**src/rtl/dcm_pkg.sv**
```systemverilog
//////////////////////////////////////////////////////////////////////////////
// Behaviour
// - with serial config selected, power-down follows the config bit, pin ignored
// - config power-down bit resets low, so device starts powered down
// - channel zero: blue during active video, hsync and vsync during blanking
// - channel one: green during active video, control bit one during blanking
// - channel two: red during active video, control bits three and two in blanking
// - a separate link clock pair is driven beside the three data channels
// - config deselected: pin high means normal operation, low means power-down
// - in power-down link outputs and core stop, config logic stays alive
// - select low then high resets config state and restores register defaults
//////////////////////////////////////////////////////////////////////////////
package dcm_pkg;

    localparam int DCM_COMPONENT_WIDTH = 8;
    localparam logic DCM_CFG_POWER_DOWN_N_RESET = 1'b0;
    localparam int DCM_CTL_LO = 1;
    localparam int DCM_CTL_HI = 3;

    typedef enum logic {
        DCM_PWR_DOWN = 1'b0,
        DCM_PWR_ON = 1'b1
    } dcm_power_e;

    // pixel and sync information from the graphics controller
    typedef struct packed {
        logic [7:0] red;
        logic [7:0] green;
        logic [7:0] blue;
        logic de;
        logic hsync;
        logic vsync;
        logic [DCM_CTL_HI:DCM_CTL_LO] blanking_control_bits;
    } dcm_pixel_s;

    // symbol content of the three link channels
    typedef struct packed {
        logic [7:0] link_channel_two;
        logic [7:0] link_channel_one;
        logic [7:0] link_channel_zero;
        logic de;
    } dcm_link_s;

    localparam dcm_link_s DCM_LINK_IDLE = '0;

endpackage : dcm_pkg

```
**src/rtl/dcm_top.sv**
```systemverilog
`timescale 1ns/1ps
module dcm_top
    import dcm_pkg::*;
#(
    parameter int COMPONENT_WIDTH = DCM_COMPONENT_WIDTH
) (
    // clock and reset
    input wire logic clk_sys_in,
    input wire logic reset_n_in,
    // graphics controller side
    input wire logic pixel_clock_in,
    input wire dcm_pixel_s pixel_in,
    // power and configuration pins
    input wire logic power_down_n_in,
    input wire logic serial_config_select_in,
    // configuration register write, from serial config logic on clk_sys_in
    input wire logic cfg_write_in,
    input wire logic cfg_power_down_n_in,
    // link side
    output dcm_link_s link_out,
    output logic link_clock_pair_p_out,
    output logic link_clock_pair_n_out,
    output logic powered_up_out
);

    if (COMPONENT_WIDTH != 8) begin : g_bad_width
        $error("dcm_top supports only 8-bit components");
    end

    //////////////////////////////////////////////////////////////////////////
    // input synchronisers
    logic pclk_s1;
    logic pclk_s2;
    logic pclk_prev;
    dcm_pixel_s pix_s1;
    dcm_pixel_s pix_s2;
    logic pd_s1;
    logic pd_s2;
    logic sel_s1;
    logic sel_s2;

    always_ff @(posedge clk_sys_in or negedge reset_n_in) begin
        if (!reset_n_in) begin
            pclk_s1 <= 1'b0;
            pclk_s2 <= 1'b0;
            pclk_prev <= 1'b0;
            pix_s1 <= '0;
            pix_s2 <= '0;
            pd_s1 <= 1'b0;
            pd_s2 <= 1'b0;
            sel_s1 <= 1'b0;
            sel_s2 <= 1'b0;
        end else begin
            pclk_s1 <= pixel_clock_in;
            pclk_s2 <= pclk_s1;
            pclk_prev <= pclk_s2;
            pix_s1 <= pixel_in;
            pix_s2 <= pix_s1;
            pd_s1 <= power_down_n_in;
            pd_s2 <= pd_s1;
            sel_s1 <= serial_config_select_in;
            sel_s2 <= sel_s1;
        end
    end

    //////////////////////////////////////////////////////////////////////////
    // configuration power-down bit
    logic cfg_power_down_n;

    always_ff @(posedge clk_sys_in or negedge reset_n_in) begin
        if (!reset_n_in) begin
            cfg_power_down_n <= DCM_CFG_POWER_DOWN_N_RESET;
        end else if (!sel_s2) begin
            cfg_power_down_n <= DCM_CFG_POWER_DOWN_N_RESET;
        end else if (cfg_write_in) begin
            cfg_power_down_n <= cfg_power_down_n_in;
        end
    end

    //////////////////////////////////////////////////////////////////////////
    // power state
    dcm_power_e power_state;
    dcm_power_e next_power_state;
    wire logic power_request_n = sel_s2 ? cfg_power_down_n : pd_s2;

    always_comb begin
        case (power_request_n)
            1'b1: next_power_state = DCM_PWR_ON;
            1'b0: next_power_state = DCM_PWR_DOWN;
            default: next_power_state = DCM_PWR_DOWN;
        endcase
    end

    always_ff @(posedge clk_sys_in or negedge reset_n_in) begin
        if (!reset_n_in) begin
            power_state <= DCM_PWR_DOWN;
        end else begin
            power_state <= next_power_state;
        end
    end

    //////////////////////////////////////////////////////////////////////////
    // channel mapping
    function automatic dcm_link_s dcm_map(input dcm_pixel_s p);
        dcm_link_s l;
        l.de = p.de;
        if (p.de) begin
            l.link_channel_zero = p.blue;
            l.link_channel_one = p.green;
            l.link_channel_two = p.red;
        end else begin
            l.link_channel_zero = {6'h00, p.vsync, p.hsync};
            l.link_channel_one = {7'h00, p.blanking_control_bits[1]};
            l.link_channel_two = {6'h00, p.blanking_control_bits[3:2]};
        end
        return l;
    endfunction : dcm_map

    wire logic pixel_rise = pclk_s2 & ~pclk_prev;
    wire logic is_on = (power_state == DCM_PWR_ON);
    wire dcm_link_s mapped_link = dcm_map(pix_s2);

    //////////////////////////////////////////////////////////////////////////
    // link outputs
    always_ff @(posedge clk_sys_in or negedge reset_n_in) begin
        if (!reset_n_in) begin
            link_out <= DCM_LINK_IDLE;
            link_clock_pair_p_out <= 1'b0;
            link_clock_pair_n_out <= 1'b0;
            powered_up_out <= 1'b0;
        end else begin
            powered_up_out <= is_on;
            if (!is_on) begin
                link_out <= DCM_LINK_IDLE;
            end else if (pixel_rise) begin
                link_out <= mapped_link;
            end
            link_clock_pair_p_out <= is_on & pclk_s2;
            link_clock_pair_n_out <= is_on & ~pclk_s2;
        end
    end
endmodule : dcm_top

```
**config.mk**
```make
export PLATFORM = sky130hd
export DESIGN_NAME = dcm_top
export DESIGN_NICKNAME = d
export VERILOG_FILES = /design/src/rtl/dcm_pkg.sv /design/src/rtl/dcm_top.sv
export SDC_FILE = /design/constraint.sdc
export NUM_CORES = 1
export LEC_CHECK = 0
export ABC_CLOCK_PERIOD_IN_PS = 1800
export BUFFER_PORTS_ARGS = -buffer_cell sky130_fd_sc_hd__buf_2
export CAP_MARGIN = 20
export CORE_MARGIN = 1.5
export CORE_UTILIZATION = 40
export DETAILED_ROUTE_END_ITERATION = 7
export PLACE_DENSITY = 0.63
export RECOVER_POWER = 100
export SLEW_MARGIN = 30
export SYNTH_ARGS = -nofsm -noshare
export SYNTH_HDL_FRONTEND = slang
export SYNTH_SLANG_ARGS = --single-unit
```
**constraint.sdc**
```tcl
create_clock -name clk_sys_in -period 1.8 [get_ports clk_sys_in]
set_input_delay 0.36 -clock clk_sys_in [delete_from_list [all_inputs] [get_ports clk_sys_in]]
set_output_delay 0.36 -clock clk_sys_in [all_outputs]
set_load 0.02 [all_outputs]
```
==> results of run 1 <==
cell families (layout without fill, tap and decap cells):
kind of cell,count (synthesis),count (layout)
and+or+nand+nor,6,6
DFF,97,97
muxes,7,7
buffers and inverters,8,85
AOI/OAI and AO/OA,25,25
stage by stage:
step	setup WS, ns	hold WS (ns)	area (sq um)	util [%]	instances
5_1_grt	0.163	0.0787	3440	49.9	316
3_3_place_gp	0.450	0.332	3320	48.1	299
4_1_cts	0.360	0.0844	3510	50.9	316
3_5_place_dp	0.390	0.335	3320	48.1	299
6_report	0.281	0.108	3440	49.9	316
2_1_floorplan	0.688	0.0644	2890	-	143
worst paths after layout:
check / to / slack [ns] / cells past startpoint
worst max-delay path: link_out[21]$_DFFE_PN0P_ / 0.28 / 2
worst min-delay path: pix_s1[18]$_DFF_PN0_ / 0.11 / 1
worst max register to register: link_out[21]$_DFFE_PN0P_ / 0.28 / 2
worst min register to register: sel_s2$_DFF_PN0_ / 0.35 / 0
max in group asynchronous: link_out[13]$_DFFE_PN0P_ / 0.45 / 3
min in group asynchronous: pix_s2[22]$_DFF_PN0_ / 0.74 / 3
per-layer routing:
layer  vias to the layer above  global-route usage (%)  share of wire [%]
met5                         -                       0                  0
met3                         7                    5.94                5.7
met1                       758                    17.4                 45
met2                        44                    20.5                 48
met4                         0                    5.54                1.4
li1                        655                       -                  -
layout make-up:
class	instances	area (sq um)
Sequential cell	97	2430
Fill cell	645	3460
Clock buffer	12	155
Tap cell	96	120
Timing Repair Buffer	69	323
Clock inverter	4	27.5
Multi-Input combinational cell	38	392
timing repair:
action,CTS,global route
buffers inserted,0,0
endpoints found under the hold margin,41,0
gates resized for setup,0,0
hold buffers,1,0
synthesized netlist by cell type, drive strengths merged:
master | count | area (sq um)
a31o | 1 | 8.76
a32o | 24 | 260
mux2i | 1 | 10.0
nor2b | 2 | 12.5
and3b | 1 | 8.76
nand2b | 1 | 6.26
and2 | 1 | 6.26
dfrtp | 97 | 2430
mux2 | 6 | 67.6
and4b | 1 | 13.8
buf | 8 | 71.3
registers in the layout, indices dropped and copies added (netlist names):
| signal | count |
|---|---|
| mapped_link | 1 |
| powered_up_out | 1 |
| pclk_prev | 1 |
| pix_s1 | 30 |
| pclk_s1 | 1 |
| link_clock_pair_n_out | 1 |
| pd_s1 | 1 |
| sel_s2 | 1 |
| pd_s2 | 1 |
| sel_s1 | 1 |
| pix_s2 | 29 |
| pclk_s2 | 1 |
| is_on | 1 |
| link_out | 25 |
| link_clock_pair_p_out | 1 |
| cfg_power_down_n | 1 |
worst max-delay path, cell delays in order (launching register included):
cell and delay [ns]:
dfrtp_1 0.66, and4b_2 0.59, a32o_2 0.19
power by group through the flow:
stage               combinational (mW)  clock (mW)  sequential, mW
floorplan                       0.0632           0            2.37
global placement                 0.191           0            2.36
detailed placement               0.195           0            2.36
CTS                              0.197        1.33            2.32
global route                     0.197        1.40            2.33
finish                           0.175        1.26            2.32
==> metrics.md, run 1 <==
| Metric | Value |
|---|---|
| Outcome | `completed` |
| Root buf cell | `clkbuf_8` |
| Sw Pwr | `0.835 mW` |
| Hold Startpoint | `pixel_in[18]` |
| WL final | `4.76 mm` |
| Post-Syn Nets | `180` |
| Total power | `approximately 3.8 mW` |
| Clk buf depth | `2` |
| Max Slew Vio Count | `0` |
| CP Class | `reg2reg` |
| Most frequent cells in the layout | `dfrtp_1 (97), buf_2 (35), clkbuf_1 (29), a32o_2 (16), clkbuf_8 (11)` |
| Mux cell area share after synthesis | `2.68%` |
| Synth unique cells | `13` |
| Largest net degree at the start of global routing | `59` |
| Worst-path maximum fanout | `20` |
| Worst EP arrival | `about 1.8 ns` |
| Wire per inst | `15.1 microns` |
| Layout Nets | `252` |
| Diodes inserted | `0` |
| Fin. Hold Viols | `0` |
| CTS tree | `yes` |
| H-tree depth | `3` |
| All-layer global routing usage | `13.6%` |
| Simple-gate share of the synthesized area | `1.64%` |
| Cell internal pwr | `between 2 and 3 mW` |
| Die Area | `7750 sq um` |
| Final setup viols | `0` |
| Initial core utilization | `41.9%` |
| Synth Area in Compound Gates | `under 10%` |
| Main combinational cell family by area after synthesis | `compound AO/OA/AOI/OAI gates` |
| Worst Max-Slew Pin Slew | `0.918 ns` |
| Worst-skew pair later-pin latency | `0.35 ns` |
| Pwr/cell area | `1090 nW/um^2` |
| CP startpoint kind | `flip-flop` |
| I/O Buffers | `64` |
| Mapped cell area | `slightly below 3000 sq um` |
| Req. time, crit path | `2.08 ns` |
| Antenna violations before repair | `0` |
| # IOs | `65` |
| Xor and xnor fraction of the mapped netlist area | `0%` |
| Iter 0 DRT Violations | `58` |
| Max_cap viols | `0` |
| Most common cell after layout, fill and taps aside | `dfrtp_1` |
| RSZ-0062 raised after global routing | `false` |
| Worst-path clk slew | `0.09 ns` |
| 1st-pass router iterations | `4` |
| Layout cells sized above 1 | `between 30% and 40%` |
| Post-Synthesis Cells | `143` |
| Routability congestion estimate | `between 0.7 and 0.8` |
| Area Growth Syn to Fin | `19.1%` |
| Logic pwr share | `4.7%` |
| Vias in the first global route | `1,527` |
| Hold Path Class | `in2reg` |
| Clock Sink Count | `97` |
| Gr ovfl total | `0` |
| Register area share after synthesis | `83.9%` |
| Slew HR | `38.8%` |
| Global-route wire length before repair | `about 7.5 mm` |
| Via count | `about 1,500` |
| Die width | `88.0 microns` |
| #FFs+latches synth | `97` |
| Post-Synth Adder-Cell Area | `0%` |
| Row count | `30` |
| CP startpoint | `is_on$_DFF_PN0_` |
| Min Tclk post-route | `roughly 1.5 ns` |
| Setup TNS | `0 ns` |
| Sw frac | `around 22%` |
| Clock power share | `approximately a third` |
| Maximum clock frequency | `658 MHz` |
| Worst r2r src | `is_on$_DFF_PN0_` |
| Worst IR Drop VDD | `0.000672 V` |
| Num CTS Buffers | `9` |
| Avg Inst Size Synth | `20.2 sq um` |
| Remaining antenna violation count | `0` |
| Final period util | `84.4%` |
| Pleak | `1.68 nW` |
| CP Capture Type | `flip-flop` |
| Synth warn | `0` |
| DR DRC count | `0` |
| Setup Skew | `0.00797 ns` |
| Vias per std cell | `4.63` |
| Core area | `6910 sq um` |
| Die Y | `88.0 microns` |
| Seq pwr share | `between 60 and 70%` |
No activity file was read; power rests on OpenSTA's default activity.
==> inputs of run 2 (changes only) <==
Settings changed: ABC_CLOCK_PERIOD_IN_PS 1800 to 1250, PLACE_DENSITY 0.63 to 0.65.
Clock period 1.8 ns to 1.25 ns, I/O delays scaled along.
==> run 2 against run 1 <==
  * Total power up 47%
  * Routed wire length grew 7.4%
  * Setup slack got worse by 0.21 ns
  * Die area is the same
  * Clock power rose by 44%
  * Largest cell class unchanged
  * Cell area increased by 12%
  * Clock skew is 0.0021 ns lower
  * Count of clock-buffer cells in the layout grew 1
  * Final cell count is 11% higher
  * Critical endpoint is now link_out[4]$_DFFE_PN0P_
  * Global-route usage increased by 0.99 points
  * Fmax is 29% higher
  * Highest routed layer unchanged
==> metrics.md, run 2 (synthesis gave the netlist of run 1 again) <==
| Metric | Value |
|---|---|
| Max_cap viols | `0 (unchanged)` |
| Pwr/cell area | `1430 nW/um^2 (was 1090 nW/um^2)` |
| Max Slew Vio Count | `0 (unchanged)` |
| Vias per std cell | `4.48 (was 4.63)` |
| Final Non-Filler Cells | `350 (was 316)` |
| Largest net degree at the start of global routing | `44 (was 59)` |
| CP Class | `reg2reg (unchanged)` |
| Max reg flops | `30 (unchanged)` |
| Req. time, crit path | `1.49 ns (was 2.08 ns)` |
| DPL Wire Length | `approximately 3.1 mm` |
| Num CTS Buffers | `9 (unchanged)` |
| Initial core utilization | `41.9% (unchanged)` |
| All-layer global routing usage | `14.6% (was 13.6%)` |
| Gr ovfl total | `0 (unchanged)` |
| Largest registers | `pix_s1 x30, pix_s2 x29, link_out x25 (unchanged)` |
| Most frequent cells in the layout | `dfrtp_1 (96), buf_2 (36), dlygate4sd3_1 (33), clkbuf_2 (31), a32o_2 (16) (was dfrtp_1 (97), buf_2 (35), clkbuf_1 (29), a32o_2 (16), clkbuf_8 (11))` |
| Hold Worst Slack | `0.0236 ns (was 0.108 ns)` |
| Final period util | `94.3% (was 84.4%)` |
| Die Area | `7750 sq um (unchanged)` |
| Fin. Hold Viols | `0 (unchanged)` |
| Layout Nets | `287 (was 252)` |
| H-tree depth | `3 (unchanged)` |
| I/O Buffers | `64 (unchanged)` |
| Row count | `30 (unchanged)` |
| WL final | `5.11 mm (was 4.76 mm)` |
| Core area | `6910 sq um (unchanged)` |
| DR DRC count | `0 (unchanged)` |
| Slew HR | `58.9% (was 38.8%)` |
| 1st-pass router iterations | `4 (unchanged)` |
| Final setup viols | `0 (unchanged)` |
| Worst-skew pair later-pin latency | `0.35 ns (about the same)` |
| Wire per inst | `14.6 microns (was 15.1 microns)` |
| Worst Max-Slew Pin Slew | `0.616 ns (was 0.918 ns)` |
| Area Growth Syn to Fin | `32.9% (was 19.1%)` |
| Register area | `2430 sq um (about the same)` |
| Worst EP arrival | `1.42 ns (was 1.80 ns)` |
| Diodes inserted | `0 (unchanged)` |
| Clk buf depth | `2 (unchanged)` |
| Clock power share | `33.0% (was 33.6%)` |
| Worst-path clk slew | `0.08 ns (was 0.09 ns)` |
| Global-route wire length before repair | `8.09 mm (was 7.51 mm)` |
| Min Tclk post-route | `1.18 ns (was 1.52 ns)` |
| Die Y | `88.0 microns (unchanged)` |
| Area of the multi-input gates | `405 sq um (was 392 sq um)` |
| Die width | `88.0 microns (unchanged)` |
| Iter 0 DRT Violations | `51 (was 58)` |
| Vias in the first global route | `1,672 (was 1,527)` |
| Outcome | `completed (unchanged)` |
| Worst IR Drop VDD | `0.000720 V (was 0.000672 V)` |
| Layout cells sized above 1 | `42.9% (was 35.0%)` |
| Root buf cell | `clkbuf_8 (unchanged)` |
| Most common cell after layout, fill and taps aside | `dfrtp_1 (unchanged)` |
| Antenna violations before repair | `0 (unchanged)` |
| Via count | `1,567 (was 1,464)` |
| Seq pwr share | `60.4% (was 61.8%)` |
| Remaining antenna violation count | `0 (unchanged)` |
| CP Capture Type | `flip-flop (unchanged)` |
| Fillcell total | `588 (was 645)` |
| Logic pwr share | `6.6% (was 4.7%)` |
| Maximum clock frequency | `848 MHz (was 658 MHz)` |
| Hold Path Class | `in2reg (unchanged)` |
| CP startpoint kind | `flip-flop (unchanged)` |
| Sw Pwr | `1.18 mW (was 0.835 mW)` |
| Cell internal pwr | `4.33 mW (was 2.92 mW)` |
| RSZ-0062 raised after global routing | `false (unchanged)` |
| Dpl cells | `301 (was 299)` |
| Worst-path maximum fanout | `10 (was 20)` |
| Pleak | `1.93 nW (was 1.68 nW)` |
| CTS tree | `yes (unchanged)` |
| Total power | `5.51 mW (was 3.75 mW)` |
| Top reg by flops | `pix_s1 (unchanged)` |
| Setup TNS | `0 ns (unchanged)` |
| # IOs | `65 (unchanged)` |
| Setup Skew | `0.00583 ns (was 0.00797 ns)` |
| Sw frac | `21.5% (was 22.3%)` |
| Routability congestion estimate | `0.660 (was 0.706)` |
| Clock Sink Count | `97 (unchanged)` |
run 2: changes by cell type in the layout (fill, tap and decap cells not counted), sizes merged:
cell / delta
clkbuf: +1
dlygate4sd3: +32
clkinvlp: -2
buf: +2
and4b: +1
run 2: timing repair:
item,CTS,global route
hold endpoints to repair,51,1
resized for setup,0,1
hold buffers,32,1
setup endpoints to repair,0,19
buffers inserted,0,0
run 2: path summary, 6_finish.rpt:
path	startpoint	endpoint	slack (ns)	cells past startpoint
min reg2reg	pix_s1[18]$_DFF_PN0_	pix_s2[18]$_DFF_PN0_	0.35	0
max reg2reg	mapped_link[0]$_DFF_PN0_	link_out[4]$_DFFE_PN0P_	0.07	2
min in group asynchronous	reset_n_in	pix_s2[22]$_DFF_PN0_	0.44	2
max in group asynchronous	reset_n_in	mapped_link[0]$_DFF_PN0_	0.16	3
max	mapped_link[0]$_DFF_PN0_	link_out[4]$_DFFE_PN0P_	0.07	2
min	pixel_in[26]	pix_s1[26]$_DFF_PN0_	0.02	1
run 2: critical path, cell delays in order, from the launching register on:
cell	delay [ns]
dfrtp_2	0.48
and4b_2	0.35
a32o_2	0.24
run 2: area by class of cell:
class,count,share of cell area (%)
tap,96,3.12
clock inverter,2,0.326
sequential,97,63.2
multi-input combinational,39,10.5
timing repair buffer,103,18.4
clock buffer,13,4.39
run 2: per-layer routing:
metal / wire [microns] / vias up / GRT usage [%]
li1: - / 730 / -
met1: 2150 / 791 / 17.6
met2: 2630 / 38 / 23.4
met3: 232 / 8 / 4.81
met4: 99 / 0 / 7.67
met5: 0 / - / 0
run 2: power by group through the flow:
stage | clock network (mW) | registers, mW | logic [mW]
floorplan | 0 | 3.41 | 0.0910
global placement | 0 | 3.39 | 0.292
detailed placement | 0 | 3.39 | 0.298
CTS | 1.90 | 3.32 | 0.375
global route | 2.07 | 3.34 | 0.403
finish | 1.82 | 3.33 | 0.364
run 2: through the flow:
step                      area [sq um]  util, %  setup slack (ns)
after global placement            3330     48.3            0.0997
after detailed placement          3330     48.3            0.0562
final                             3840     55.7            0.0707
after global routing              3840     55.7            0.0240
after CTS                         3840     55.5            0.0423
after floorplan                   2890        -             0.138
